===== config.mk =====
export PLATFORM = sky130hd
export DESIGN_NAME = rfid_reader_config_registers
export DESIGN_NICKNAME = d
export VERILOG_FILES = /design/src/rfid_cfg_pkg.sv /design/src/rfid_reader_config_registers.sv
export SDC_FILE = /design/constraint.sdc
export NUM_CORES = 1
export LEC_CHECK = 0
export ABC_AREA = 1
export ABC_CLOCK_PERIOD_IN_PS = 5200
export BUFFER_PORTS_ARGS = -buffer_cell sky130_fd_sc_hd__buf_2
export CAP_MARGIN = 30
export CORE_UTILIZATION = 42
export CTS_CLUSTER_SIZE = 30
export DETAILED_ROUTE_END_ITERATION = 16
export SETUP_SLACK_MARGIN = 0.1
export SLEW_MARGIN = 40
export SYNTH_ARGS = -nofsm -noshare
export SYNTH_HDL_FRONTEND = slang
export SYNTH_SLANG_ARGS = --single-unit

===== constraint.sdc =====
create_clock -name MCLK -period 5.2 [get_ports MCLK]
set_input_delay 0.52 -clock MCLK [delete_from_list [all_inputs] [get_ports MCLK]]
set_output_delay 0.52 -clock MCLK [all_outputs]
set_load 0.02 [all_outputs]

===== src/rfid_cfg_pkg.sv =====
// Constants, carrier types and state layout for the reader configuration register bank
package rfid_cfg_pkg;

  localparam int FIFO_DEPTH = 12;

  localparam logic [4:0] ADDR_CSC         = 5'h00;
  localparam logic [4:0] ADDR_PROTO       = 5'h01;
  localparam logic [4:0] ADDR_LOW_FIRST   = 5'h02;
  localparam logic [4:0] ADDR_MOD_CLK     = 5'h09;
  localparam logic [4:0] ADDR_LOW_LAST    = 5'h0B;
  localparam logic [4:0] ADDR_IRQ         = 5'h0C;
  localparam logic [4:0] ADDR_COLL_MASK   = 5'h0D;
  localparam logic [4:0] ADDR_COLL_POS    = 5'h0E;
  localparam logic [4:0] ADDR_RSSI        = 5'h0F;
  localparam logic [4:0] ADDR_UNMAP_FIRST = 5'h10;
  localparam logic [4:0] ADDR_UNMAP_LAST  = 5'h19;
  localparam logic [4:0] ADDR_TEST_A      = 5'h1A;
  localparam logic [4:0] ADDR_TEST_B      = 5'h1B;
  localparam logic [4:0] ADDR_FIFO_STAT   = 5'h1C;
  localparam logic [4:0] ADDR_LEN1        = 5'h1D;
  localparam logic [4:0] ADDR_LEN2        = 5'h1E;
  localparam logic [4:0] ADDR_FIFO        = 5'h1F;

  // First host word layout
  localparam int W_CMD  = 7;
  localparam int W_READ = 6;
  localparam int W_CONT = 5;

  localparam logic [4:0] CMD_SOFT_INIT  = 5'h03;
  localparam logic [4:0] CMD_FIFO_RESET = 5'h0F;

  // Chip status control fields
  localparam int CSC_STBY   = 7;
  localparam int CSC_DIRECT = 6;
  localparam int CSC_TRANSMITTER_ENABLE  = 5;
  localparam int CSC_HALF   = 4;
  localparam int CSC_AUX    = 3;
  localparam int CSC_RSVD   = 2;
  localparam int CSC_REC_ON = 1;
  localparam int CSC_SUPPLY = 0;
  localparam logic [7:0] CSC_RESET = 8'h01;
  localparam logic [7:0] CSC_WMASK = 8'hFB;

  localparam logic [7:0] PROTO_RESET       = 8'h02;
  localparam int         PROTO_DIRECT_TYPE = 6;

  // Clock output select bits in the modulator register
  localparam int         CLO_LOW  = 4;
  localparam int         CLO_HIGH = 5;
  localparam logic [7:0] CLO_MASK = 8'h30;

  localparam int FSTAT_OVF = 4;

  // Preset images for 0x02..0x0B, entry 0 is 0x02
  typedef logic [9:0][7:0] preset_t;
  localparam preset_t PRESET_VICINITY = {8'h01, 8'h10, 8'h01, 8'h1F, 8'h0E, 8'hC1, 8'h00, 8'h00, 8'h00, 8'h00};
  localparam preset_t PRESET_TYPE_A   = {8'h01, 8'h20, 8'h21, 8'h07, 8'h0E, 8'h20, 8'h00, 8'h00, 8'h00, 8'h00};
  localparam preset_t PRESET_TYPE_B   = {8'h01, 8'h20, 8'h20, 8'h07, 8'h0E, 8'h20, 8'h00, 8'h00, 8'h00, 8'h00};
  localparam preset_t PRESET_OTHER    = {8'h01, 8'h40, 8'h22, 8'h07, 8'h1C, 8'h20, 8'h00, 8'h00, 8'h00, 8'h00};

  localparam int         STARTUP_TIME_NS = 100000;
  localparam int         CLK_PERIOD_NS   = 100;
  localparam int         STARTUP_CYCLES  = (STARTUP_TIME_NS + CLK_PERIOD_NS - 1) / CLK_PERIOD_NS;
  localparam logic [9:0] STARTUP_COUNT   = 10'(STARTUP_CYCLES);

  typedef enum logic [1:0] {
    PH_FIRST = 2'b01,
    PH_DATA  = 2'b10
  } phase_t;

  typedef struct packed {
    logic       valid;
    logic [7:0] data;
  } host_req_t;

  typedef struct packed {
    logic       valid;
    logic [7:0] data;
  } host_ans_t;

  typedef struct packed {
    logic                        en_s1;
    logic                        en_s2;
    logic [11:0][7:0]            cfg;
    logic [7:0]                  coll_mask;
    logic [7:0]                  coll_pos;
    logic [7:0]                  test_a;
    logic [7:0]                  test_b;
    logic [7:0]                  len1;
    logic [7:0]                  len2;
    logic [FIFO_DEPTH-1:0][7:0]  fifo;
    logic [3:0]                  wptr;
    logic [3:0]                  rptr;
    logic [3:0]                  count;
    logic                        ovf;
    phase_t                      phase;
    logic [4:0]                  addr;
    logic                        rw;
    logic                        cont;
    logic [7:0]                  rdata;
    logic                        rvalid;
    logic                        cmd_pulse;
    logic [4:0]                  cmd_code;
    logic [9:0]                  startup;
    logic [7:0]                  tx_byte;
    logic                        tx_valid;
  } state_t;

endpackage


===== src/rfid_reader_config_registers.sv =====
// Configuration register bank with protocol presets, host word decoder and transmit FIFO
`timescale 1ns/1ns
module rfid_reader_config_registers (
  input  logic                    MCLK,
  input  logic                    RESETN,
  input  logic                    CE,
  input  logic                    EN,
  input  logic                    HOST_CS,
  input  rfid_cfg_pkg::host_req_t HOST_REQ,
  output rfid_cfg_pkg::host_ans_t HOST_ANS,
  output logic                    CMD_STROBE,
  output logic [4:0]              CMD_CODE,
  input  logic [7:0]              IRQ_STATUS,
  input  logic [7:0]              SIGNAL_LEVEL_OSC_STATUS,
  input  logic                    COLL_LOAD,
  input  logic [7:0]              COLL_POS,
  input  logic                    TX_POP,
  output logic [7:0]              TX_BYTE,
  output logic                    TX_VALID,
  output logic                    TX_AVAIL,
  output logic [7:0]              PROTOCOL,
  output logic                    DIRECT_MODE_TYPE,
  output logic                    STANDBY,
  output logic                    ACTIVE_READY,
  output logic                    DIRECT_MODE,
  output logic                    TRANSMITTER_ENABLE,
  output logic                    RECEIVER_ENABLE,
  output logic                    OSC_FORCE,
  output logic                    HALF_POWER_SELECT,
  output logic                    AUX_INPUT_SELECT,
  output logic                    SUPPLY_RANGE_SELECT,
  output logic                    CLOCK_OUT_SEL_LOW,
  output logic                    CLOCK_OUT_SEL_HIGH
);
  import rfid_cfg_pkg::*;

  function automatic preset_t preset_of(input logic [7:0] p);
    preset_t r;
    r = PRESET_OTHER;
    case (p[4:2])
      3'b000, 3'b001: r = PRESET_VICINITY;
      3'b010:         r = PRESET_TYPE_A;
      3'b011:         r = PRESET_TYPE_B;
      default:        r = PRESET_OTHER;
    endcase
    return r;
  endfunction

  // Clock output bits are passed in so a reload can keep them
  function automatic logic [11:0][7:0] load_presets(input logic [11:0][7:0] c, input logic [7:0] p);
    logic [11:0][7:0] r;
    preset_t          pre;
    r   = c;
    pre = preset_of(p);
    for (int i = 0; i < 10; i++) begin
      r[i+2] = pre[i];
    end
    r[ADDR_MOD_CLK[3:0]] = (pre[7] & ~CLO_MASK) | (c[ADDR_MOD_CLK[3:0]] & CLO_MASK);
    return r;
  endfunction

  function automatic state_t default_state();
    state_t s;
    s           = '0;
    s.phase     = PH_FIRST;
    s.cfg[0]    = CSC_RESET;
    s.cfg[1]    = PROTO_RESET;
    s.cfg       = load_presets(s.cfg, PROTO_RESET);
    return s;
  endfunction

  localparam state_t STATE_RESET = default_state();

  state_t     q;
  state_t     d;
  logic       take;
  logic       first_cmd;
  logic       acc_en;
  logic       acc_wr;
  logic [4:0] acc_addr;
  logic [7:0] rd_val;
  logic       push_ok;
  logic       host_pop;
  logic       tx_pop_ok;
  logic       wr_proto;
  logic       wr_csc;
  logic       leave_stby;
  logic       fifo_clear;
  logic       soft_init;
  preset_t    pre_new;

  assign take      = CE & q.en_s2 & HOST_CS & HOST_REQ.valid;
  assign first_cmd = (q.phase == PH_FIRST) & HOST_REQ.data[W_CMD];
  // A read is served straight from the address word; writes wait for the data word
  assign acc_en    = take & ((q.phase == PH_DATA) | (~first_cmd & HOST_REQ.data[W_READ]));
  assign acc_wr    = (q.phase == PH_DATA) & ~q.rw;
  assign acc_addr  = (q.phase == PH_FIRST) ? HOST_REQ.data[4:0] : q.addr;
  assign wr_proto  = acc_en & acc_wr & (acc_addr == ADDR_PROTO);
  assign wr_csc    = acc_en & acc_wr & (acc_addr == ADDR_CSC);
  assign leave_stby = wr_csc & q.cfg[0][CSC_STBY] & ~HOST_REQ.data[CSC_STBY];
  assign push_ok   = acc_en & acc_wr & (acc_addr == ADDR_FIFO) & (q.count != 4'(FIFO_DEPTH));
  assign host_pop  = acc_en & ~acc_wr & (acc_addr == ADDR_FIFO) & (q.count != 4'h0);
  // Host reads take the FIFO head first; the framer simply waits a cycle
  assign tx_pop_ok = CE & q.en_s2 & TX_POP & (q.count != 4'h0) & ~host_pop;
  assign fifo_clear = take & first_cmd & (HOST_REQ.data[4:0] == CMD_FIFO_RESET);
  assign soft_init = take & first_cmd & (HOST_REQ.data[4:0] == CMD_SOFT_INIT);
  assign pre_new   = preset_of(HOST_REQ.data);

  always_comb begin
    rd_val = 8'h00;
    case (acc_addr)
      ADDR_IRQ:       rd_val = IRQ_STATUS;
      ADDR_COLL_MASK: rd_val = q.coll_mask;
      ADDR_COLL_POS:  rd_val = q.coll_pos;
      ADDR_RSSI:      rd_val = SIGNAL_LEVEL_OSC_STATUS;
      ADDR_TEST_A:    rd_val = q.test_a;
      ADDR_TEST_B:    rd_val = q.test_b;
      ADDR_FIFO_STAT: rd_val = {3'h0, q.ovf, q.count};
      ADDR_LEN1:      rd_val = q.len1;
      ADDR_LEN2:      rd_val = q.len2;
      ADDR_FIFO:      rd_val = (q.count != 4'h0) ? q.fifo[q.rptr] : 8'h00;
      default: begin
        if (acc_addr <= ADDR_LOW_LAST) begin
          rd_val = q.cfg[acc_addr[3:0]];
        end else begin
          rd_val = 8'h00;
        end
      end
    endcase
  end

  always_comb begin
    d           = q;
    d.en_s1     = EN;
    d.en_s2     = q.en_s1;
    d.rvalid    = 1'b0;
    d.cmd_pulse = 1'b0;
    d.tx_valid  = 1'b0;
    if (q.startup != 10'h000) begin
      d.startup = 10'(q.startup - 10'h001);
    end
    if (take) begin
      case (q.phase)
        PH_FIRST: begin
          if (first_cmd) begin
            if (!fifo_clear && !soft_init) begin
              d.cmd_pulse = 1'b1;
              d.cmd_code  = HOST_REQ.data[4:0];
            end
          end else begin
            d.rw    = HOST_REQ.data[W_READ];
            d.cont  = HOST_REQ.data[W_CONT];
            d.addr  = HOST_REQ.data[4:0];
            if (HOST_REQ.data[W_READ]) begin
              d.addr  = HOST_REQ.data[W_CONT] ? 5'(HOST_REQ.data[4:0] + 5'h01) : HOST_REQ.data[4:0];
              d.phase = HOST_REQ.data[W_CONT] ? PH_DATA : PH_FIRST;
            end else begin
              d.phase = PH_DATA;
            end
          end
        end
        PH_DATA: begin
          if (q.cont) begin
            d.addr = 5'(q.addr + 5'h01);
          end else begin
            d.phase = PH_FIRST;
          end
        end
        default: d.phase = PH_FIRST;
      endcase
    end
    if (acc_en && !acc_wr) begin
      d.rdata  = rd_val;
      d.rvalid = 1'b1;
    end
    if (acc_en && acc_wr) begin
      case (acc_addr)
        ADDR_CSC: begin
          d.cfg[0] = HOST_REQ.data & CSC_WMASK;
          if (leave_stby) begin
            d.startup = STARTUP_COUNT;
          end
        end
        ADDR_PROTO: begin
          d.cfg[1] = HOST_REQ.data;
          d.cfg    = load_presets(d.cfg, HOST_REQ.data);
        end
        ADDR_COLL_MASK: d.coll_mask = HOST_REQ.data;
        ADDR_TEST_A:    d.test_a = HOST_REQ.data;
        ADDR_TEST_B:    d.test_b = HOST_REQ.data;
        ADDR_LEN1:      d.len1 = HOST_REQ.data;
        ADDR_LEN2:      d.len2 = HOST_REQ.data;
        ADDR_FIFO: begin
          if (push_ok) begin
            d.fifo[q.wptr] = HOST_REQ.data;
            d.wptr = (q.wptr == 4'(FIFO_DEPTH - 1)) ? 4'h0 : 4'(q.wptr + 4'h1);
          end else begin
            d.ovf = 1'b1;
          end
        end
        default: begin
          if (acc_addr >= ADDR_LOW_FIRST && acc_addr <= ADDR_LOW_LAST) begin
            d.cfg[acc_addr[3:0]] = HOST_REQ.data;
          end
        end
      endcase
    end
    if (host_pop || tx_pop_ok) begin
      d.rptr = (q.rptr == 4'(FIFO_DEPTH - 1)) ? 4'h0 : 4'(q.rptr + 4'h1);
    end
    if (tx_pop_ok) begin
      d.tx_byte  = q.fifo[q.rptr];
      d.tx_valid = 1'b1;
    end
    d.count = 4'(q.count + {3'h0, push_ok} - {3'h0, host_pop | tx_pop_ok});
    if (fifo_clear) begin
      d.fifo     = '0;
      d.wptr     = 4'h0;
      d.rptr     = 4'h0;
      d.count    = 4'h0;
      d.ovf      = 1'b0;
      d.coll_pos = 8'h00;
    end
    // A capture in the clearing cycle is kept
    if (COLL_LOAD) begin
      d.coll_pos = COLL_POS;
    end
    if (!HOST_CS) begin
      d.phase = PH_FIRST;
    end
    if (soft_init || !q.en_s2) begin
      d       = default_state();
      d.en_s1 = EN;
      d.en_s2 = q.en_s1;
    end
  end

  always_ff @(posedge MCLK or negedge RESETN) begin
    if (!RESETN) begin
      q <= STATE_RESET;
    end else if (CE) begin
      q <= d;
    end
  end

  assign HOST_ANS.valid      = q.rvalid;
  assign HOST_ANS.data       = q.rdata;
  assign CMD_STROBE          = q.cmd_pulse;
  assign CMD_CODE            = q.cmd_code;
  assign TX_BYTE             = q.tx_byte;
  assign TX_VALID            = q.tx_valid;
  assign TX_AVAIL            = (q.count != 4'h0);
  assign PROTOCOL            = q.cfg[1];
  // Direct mode type is only meaningful once the host has set it ahead of the direct bit
  assign DIRECT_MODE_TYPE    = q.cfg[1][PROTO_DIRECT_TYPE];
  assign STANDBY             = q.cfg[0][CSC_STBY];
  assign ACTIVE_READY        = ~q.cfg[0][CSC_STBY] & (q.startup == 10'h000);
  assign DIRECT_MODE         = q.cfg[0][CSC_DIRECT];
  assign TRANSMITTER_ENABLE  = q.cfg[0][CSC_TRANSMITTER_ENABLE];
  assign RECEIVER_ENABLE     = q.cfg[0][CSC_TRANSMITTER_ENABLE] | q.cfg[0][CSC_REC_ON];
  assign OSC_FORCE           = q.cfg[0][CSC_REC_ON];
  assign HALF_POWER_SELECT   = q.cfg[0][CSC_HALF];
  assign AUX_INPUT_SELECT    = q.cfg[0][CSC_AUX];
  assign SUPPLY_RANGE_SELECT = q.cfg[0][CSC_SUPPLY];
  assign CLOCK_OUT_SEL_LOW   = q.cfg[ADDR_MOD_CLK[3:0]][CLO_LOW];
  assign CLOCK_OUT_SEL_HIGH  = q.cfg[ADDR_MOD_CLK[3:0]][CLO_HIGH];
endmodule


---- After elaboration in Yosys (flattened, before gate mapping) ----
Cells that the tools add are included.
storage, ports and cells
  bits in registers ....................... 298
  bits of input ports ..................... 40
  output and inout bits ................... 45
  logic and storage cells ................. 242
operators by class
  add/sub/neg operators ................... 7
  $lt $le $gt $ge ......................... 7
  eq/ne operators ......................... 30
  mux-type cells .......................... 61
  bitwise logic cells ..................... 33
  reductions and logical operators ........ 57
operator list
  kind                                                 number
  2-to-1 mux 296 bit                                   1
  one-hot mux 71 bit (3 select lines)                  1
  2-to-1 mux 100 bit                                   2
  bitwise mux 96 bit                                   2
  one-hot mux 88 bit (2 select lines)                  1
  2-to-1 mux 80 bit                                    2
  2-to-1 mux 132 bit                                   1
  2-to-1 mux 109 bit                                   1
  2-to-1 mux 104 bit                                   1
  2-to-1 mux 8 bit                                     13
  2-to-1 mux 96 bit                                    1
  one-hot mux 8 bit (10 select lines)                  1
  binary-select mux 8 bit (select 4 bit)               2
  demux 8 bit (select 4 bit)                           2
  2-to-1 mux 10 bit                                    4
  2-to-1 mux 9 bit                                     4
  equality test 5 bit, second input constant           6
  equality test 5 x 4 -> 1 bit, second input constant  5
  2-to-1 mux 6 bit                                     4
  AND reduction 4 bit                                  6
  nonzero test 2 bit                                   12
  nonzero test 3 bit                                   8
  bitwise AND 1 bit                                    23
  2-to-1 mux 5 bit                                     4
  other kinds (43)                                     88

---- Longest topological paths before layout ----
Gate-level depths: netlist of run 1.
  depth in word-level cells ............... 15
  depth in mapped cells ................... 19
  gate-level depth less buffers ........... 18

---- Least setup slack after synthesis of run 1 ----
Ideal clock, no wire load.
  kind .................................... register to register
  from .................................... register q[41] (netlist bit)
  to ...................................... register q[46] (netlist bit)
  library setup time ...................... 0.135 ns
  data arrival time ....................... 2.814 ns
  required time ........................... 5.065 ns
  path slack .............................. 2.251 ns
  cell stages (with the launch flop) ...... 18
  path buffers ............................ 1
  clock period less this slack ............ 2.949 ns
  path through ............................ dfstp_2 -> ha_1 -> buf_4 -> nand2_1 -> nand2_2 -> nand2_2 -> nor2_4 -> nand2_2 -> nor2_4 -> nand2_1 -> nand2_1 -> ha_1 -> inv_1 -> ha_1 -> fa_1 -> xor2_1 -> nand3_1 -> o21ai_0
between the ends
  word-level cells in the longest chain between the ends .. 15
  elaborated cells on any way between the ends .. 28
  classes of those cells .................. add/sub (2); eq/ne (3); mux (3); bitwise (19); reduce/logical (1)
RTL lines
  what                                                                           line                                 RTL
  start, declared                                                                rfid_reader_config_registers.sv:74   state_t q;
  start signal, assigned                                                         rfid_reader_config_registers.sv:240  q <= STATE_RESET;
  start signal, assigned                                                         rfid_reader_config_registers.sv:242  q <= d;
  parallel branches: the longest is 14 deep, another holds adder 4 x 1 -> 4 bit  n/a
  2-to-1 mux 296 bit *                                                           rfid_reader_config_registers.sv:231  if (soft_init || !q.en_s2) begin
Mark *: on every way between the ends.
A chain may end at the register's enable or synchronous reset.

---- Worst setup path after layout of run 1 ----
Ends and elaborated chain as after synthesis.

==> flow_summary.yaml, run 1 <==
timing:
  fmax_mhz: 245
  rsz0062_at_grt: "no"
  slew-limit-headroom_pct: 36.9
  finalSetupTns_ns: 0
  fin_skew_ns: 0.0256
  maxSlewViolCount: 0
  period_share_pct: 78.5
  setup-violations-final: 0
  hold_slack_ns: 0.213
  finalHoldViolCount: 0
  min_period_ns: 4.08
  worstMarginPinSlew_ns: 0.946
floorplan:
  num_rows: 72
  coreArea_um2: 39000
  initial_utilization_pct: 43.0
  die_area_um2: 40700
  die_h_um: 202
  ios: 85
  die_w_um: 202
grt:
  grt_pass1_wl_um: 85100
  grt_max_degree: 127
  track_usage_pct: 26.8
  grt_pass1_vias: 14900
  antenna_found_initial: 0
  grt_overflow_total: 0
power:
  switching_share_pct: 37.0
  p_switching_w: 0.00271
  p_seq_share_pct: 37.2
  power_leakage_nw: 9.10
  pwr-share-clk_pct: 34.5
  p_comb_share_pct: 28.4
  internal_power_w: 0.00463
  vdd_ir_drop_max_mv: 0.237
  p_per_area_nw_per_um2: 396
clocking:
  cts_resized: 0
  numCtsBuffers: 36
  clock_latency_ns: 0.57
  cts_hold_buf: 0
  cts-root-buf: "clkbuf_16"
  cts.sinks: 298
  clk_path_buf_depth: 3
  cts_tree: "built"
  cts.clk_slew.worst_paths_ns: 0.06
  htreeDepth: 2
  cts_setup_buffers: 0
setup_path:
  crit_buf_inv: 2
  path_max_fanout: 29
  cpMostUsedCell: "nand2_1"
  worstPathRequired_ns: 5.62
  end_kind: "flip-flop"
  cp_cell_sequence: "ha_1 -> nand2_1 -> nand2_1 -> buf_4 -> nand2_1 -> nor2_4 -> nand2_2 -> nor2_4 -> nand2_1 -> nand2_1 -> ha_1 -> inv_1 -> ha_1 -> fa_1 -> xor2_1 -> nand3_1 -> o21ai_0"
  slowest_stage: "dfstp_2"
  worstPathArrival_ns: 4.50
  startpoint_type: "flip-flop"
  slowest_delay_ns: 0.55
  crit_type: "reg2reg"
  critPathTopFamily: "simple AND/OR/NAND/NOR gates"
placement:
  placedCellCount: 2793
  io_buffer_count: 84
  hpwl_um: 36200
  gp_congestion: 0.904
  place_area_um2: 17300
detailed_routing:
  drt_iter0_drc: 1451
  ant_nets: 0
  wire_per_inst_um: 18.7
  drc: 0
  dr.pass1.iters: 6
  drt-total-wl_um: 53600
  via_count: 15400
  vias_per_cell: 5.38
min_path:
  min_path_type: "in2reg"
run:
  max_cap_violations: 0
cells_and_area:
  area_delta_synth_final_pct: 10.5
  final_cell_mix: "nand2_1, dfrtp_1, nand3_1"
  layout_commonest_cell: "nand2_1"
  stdcell_count: 2859
  design_area_um2: 18500
  layout-drive-gt1-share_pct: 11.7
  diodes: 0
  final_nets: 2374
logic_synthesis:
  synthCells: 2296
  syn_avg_cell_area_um2: 7.30
  syn-num-nets: 2355
  ys_types: 44
  syn-cell-area_um2: 16800
  yosysSeqAreaShare_pct: 44.6
  yosysWarnings: 0
  ys_seq_elements: 298
status:
  outcome: "finished clean"
[cells in the mapped netlist]
library cell    n  area share (%)
a21oi_1        35             1.0
a21oi_2         1           0.052
a22oi_1         4            0.18
and3_1          1           0.037
buf_1           6            0.13
buf_2          31            0.93
buf_4          33             1.5
buf_6          16             1.1
clkbuf_1       46             1.0
clkinv_1        4           0.090
dfrtp_1       281              42
dfstp_2        17             2.7
fa_1            1            0.12
ha_1           18             1.3
inv_1         177             4.0
inv_2          11            0.25
inv_4           2           0.075
nand2_1       820              18
nand2_2        15            0.56
nand2_4         5            0.34
nand2_8         1            0.12
nand3_1       277             8.3
nand3_2         1           0.060
nand3b_1        5            0.22
nand4_1        19            0.71
nor2_1        134             3.0
nor2_2         12            0.45
nor2_4          6            0.40
nor2_8          1            0.12
nor3_1         12            0.36
nor4_1          1           0.037
o2111ai_1       1           0.052
o211ai_1        5            0.22
o211ai_2        3            0.22
o211ai_4        5            0.63
o21a_1          3            0.13
o21ai_0       148             4.4
o21ai_1        96             2.9
o21ai_2        21             1.1
o22ai_1        10            0.37
o31ai_1         6            0.27
o32ai_1         1           0.052
or2_2           1           0.037
xor2_1          3            0.16
[state kept, by name, indices dropped and copies added (netlist names), 5 cells and up]
| signal | cells |
|---|---|
| CMD_CODE | 5 |
| TX_BYTE | 8 |
| HOST_ANS | 9 |
| q | 257 |
| PROTOCOL | 8 |
[final timing paths]
kind,from,end,slack [ns],depth (start not counted)
min in group asynchronous,RESETN,q[251],0.42,2
setup reg to reg,q[41],q[46],1.12,17
hold / removal,COLL_POS[0],q[184],0.21,3
setup / recovery,q[41],q[46],1.12,17
max in group asynchronous,RESETN,q[158],3.40,4
hold reg to reg,q[69],q[69],0.47,2
[layout make-up]
class	instances	area, µm²
repair buffers	113	683
multi-input cells	1672	7800
inverters	194	733
well taps	518	648
flip-flops and latches	298	7480
fillers	3945	20500
clock inverters	10	134
clock buffers	54	1040
[metrics by stage]
| step | setup slack [ns] | utilization (%) | power [W] |
|---|---|---|---|
| after floorplan | 2.25 | - | 0.00417 |
| after global placement | 1.23 | 44.3 | 0.00479 |
| after CTS | 1.18 | 47.4 | 0.00737 |
| final | 1.12 | 47.5 | 0.00734 |
| after detailed placement | 1.20 | 44.4 | 0.00482 |
| after global routing | 0.881 | 47.5 | 0.00774 |
[cell families after synthesis]
family / Yosys count / synth area share [%]
adders and majority gates: 19 / 1.46
DFF: 298 / 44.6
and+or+nand+nor: 1311 / 33.1
xor gates and xnor gates: 3 / 0.157
AOI/OAI and AO/OA: 339 / 11.6
buffers and inverters: 326 / 9.02
[worst register-to-register path: stages, from the launching register on]
cell and delay (ns):
dfstp_2 0.55, ha_1 0.42, nand2_1 0.09, nand2_1 0.07, buf_4 0.35, nand2_1 0.36
nor2_4 0.39, nand2_2 0.17, nor2_4 0.23, nand2_1 0.13, nand2_1 0.09, ha_1 0.13
inv_1 0.04, ha_1 0.20, fa_1 0.41, xor2_1 0.17, nand3_1 0.08, o21ai_0 0.08
[layer usage]
layer | track usage (%) | wire length, µm | vias up
li1 | - | - | 7418
met1 | 37.9 | 24400 | 7333
met2 | 41.9 | 24300 | 534
met3 | 4.11 | 3230 | 96
met4 | 8.87 | 1670 | 0
met5 | 0 | 0 | -
[power by group through the flow]
stage / sequential [W] / clock (W) / combinational [W]
2_1_floorplan: 0.00272 / 0 / 0.00146
3_3_place_gp: 0.00276 / 0 / 0.00203
3_5_place_dp: 0.00276 / 0 / 0.00206
4_1_cts: 0.00273 / 0.00257 / 0.00207
5_1_grt: 0.00276 / 0.00267 / 0.00231
6_report: 0.00273 / 0.00253 / 0.00208
Power figures use the tool's default switching activity.
==> run 2, diff against run 1 <==
ABC_CLOCK_PERIOD_IN_PS = 4100   (was 5200)
clock period = 4.1 ns   (was 5.2 ns; I/O delays follow)
==> flow_summary.yaml, run 2 (synthesized netlist as in run 1, its figures left out) <==
floorplan:
  die_w_um: 202
  die_h_um: 202
  initial_utilization_pct: 43.0
  coreArea_um2: 39000
  ios: 85
  die_area_um2: 40700
  num_rows: 72
clocking:
  cts_resized: 0
  clk_path_buf_depth: 3
  numCtsBuffers: 36
  cts.clk_slew.worst_paths_ns: 0.06
  cts_setup_buffers: 0
  cts-root-buf: "clkbuf_16"
  cts_tree: "built"
  cts.sinks: 298
  htreeDepth: 2
  clock_latency_ns: 0.55
timing:
  fin_skew_ns: 0.0201
  finalHoldViolCount: 0
  setup-violations-final: 0
  finalSetupTns_ns: 0
  fmax_mhz: 279
  maxSlewViolCount: 0
  period_share_pct: 87.5
  min_period_ns: 3.59
  worstMarginPinSlew_ns: 0.822
  slew-limit-headroom_pct: 45.0
  rsz0062_at_grt: "no"
  finalWorstSetupSlack_ns: 0.510
setup_path:
  slowest_delay_ns: 0.55
  slowest_stage: "dfstp_2"
  crit_type: "reg2reg"
  crit_buf_inv: 1
  worstPathRequired_ns: 4.50
  critPathTopFamily: "simple AND/OR/NAND/NOR gates"
  cp_cell_sequence: "ha_1 -> nand2_1 -> nand2_1 -> nand2_1 -> nor2_4 -> nand2_2 -> nor2_4 -> nand2_1 -> nand2_1 -> ha_1 -> inv_1 -> ha_1 -> fa_1 -> xor2_1 -> nand3_1 -> o21ai_0"
  path_max_fanout: 14
  startpoint_type: "flip-flop"
  cpMostUsedCell: "nand2_1"
  worstPathArrival_ns: 3.99
  end_kind: "flip-flop"
cells_and_area:
  final_cell_mix: "nand2_1, dfrtp_1, nand3_1"
  largest_register_ffs: 257
  design_area_um2: 18500
  layout-drive-gt1-share_pct: 12.0
  layout_commonest_cell: "nand2_1"
  top_register: "q"
  final_nets: 2390
  n_fill_cell: 3941
  area_delta_synth_final_pct: 10.6
  finalCoreUtilization_pct: 47.5
  diodes: 0
detailed_routing:
  ant_nets: 0
  wire_per_inst_um: 19.0
  drt-total-wl_um: 54600
  via_count: 15500
  dr.pass1.iters: 9
  drt_iter0_drc: 1456
  drc: 0
  vias_per_cell: 5.41
placement:
  pre_cts_ws_ns: 0.564
  io_buffer_count: 84
  gp_congestion: 0.943
  hpwl_um: 37100
  place_area_um2: 17400
min_path:
  min_path_type: "in2reg"
grt:
  antenna_found_initial: 0
  grt_overflow_total: 0
  track_usage_pct: 27.4
  grt_pass1_wl_um: 86800
  grt_pass1_vias: 15000
  grt_max_degree: 103
power:
  power_leakage_nw: 9.15
  vdd_ir_drop_max_mv: 0.272
  p_per_area_nw_per_um2: 494
  power_w: 0.00916
run:
  max_cap_violations: 0
status:
  outcome: "finished clean"
## run 2: cell types whose count changed in the layout (fill, tap and decap cells not counted), sizes merged
| cell | before | now |
|---|---|---|
| buf | 112 | 128 |
| clkinv | 9 | 8 |
| bufinv | 2 | 0 |
| clkbuf | 54 | 53 |
| inv | 193 | 192 |
## run 2: cell type report
class | instances | area [µm²] | area share, %
inverters | 194 | 733 | 3.96
repair buffers | 129 | 803 | 4.33
well taps | 518 | 648 | 3.50
multi-input cells | 1672 | 7780 | 42.0
flip-flops and latches | 298 | 7480 | 40.3
clock inverters | 6 | 37.5 | 0.203
clock buffers | 53 | 1060 | 5.70
## run 2: metrics by stage
step	hold slack, ns	std cells
after floorplan	0.114	2296
after global placement	0.450	2809
after detailed placement	0.454	2809
after CTS	0.106	2869
after global routing	0.121	2870
final	0.118	2870
## run 2: routing by layer
| metal | routed length, µm | part of all wire (%) | GRT usage, % |
|---|---|---|---|
| met5 | 0 | 0 | 0 |
| met4 | 1430 | 2.6 | 8.63 |
| met3 | 3860 | 7.1 | 4.37 |
| met2 | 25100 | 46 | 43.2 |
| met1 | 24200 | 44 | 38.4 |
## run 2: final timing paths
| path | from | end | slack (ns) | cells after the start |
|---|---|---|---|---|
| max in group asynchronous | RESETN | PROTOCOL[1] | 2.70 | 4 |
| hold reg to reg | q[131] | q[131] | 0.46 | 2 |
| hold / removal | COLL_POS[2] | q[186] | 0.12 | 3 |
| min in group asynchronous | RESETN | q[262] | 0.33 | 2 |
| setup reg to reg | q[41] | q[46] | 0.51 | 16 |
| setup / recovery | q[41] | q[46] | 0.51 | 16 |
## run 2: tightest hold or removal path, delay by kind of cell
kind,cells,cell delay [ns]
simple gates,1,0.06
buf+inv,1,0.09
compound gates,1,0.06
## run 2: repair_timing
item | 4_1_cts | 5_1_grt
hold buffers | 1 | 0
endpoints found under the setup margin | 0 | 0
hold endpoints to repair | 84 | 0
## run 2: power by group
group,internal [W],total [W],switching (W)
sequential,0.00327,0.00344,0.000179
combinational,0.000726,0.00267,0.00195
clock,0.00177,0.00304,0.00127
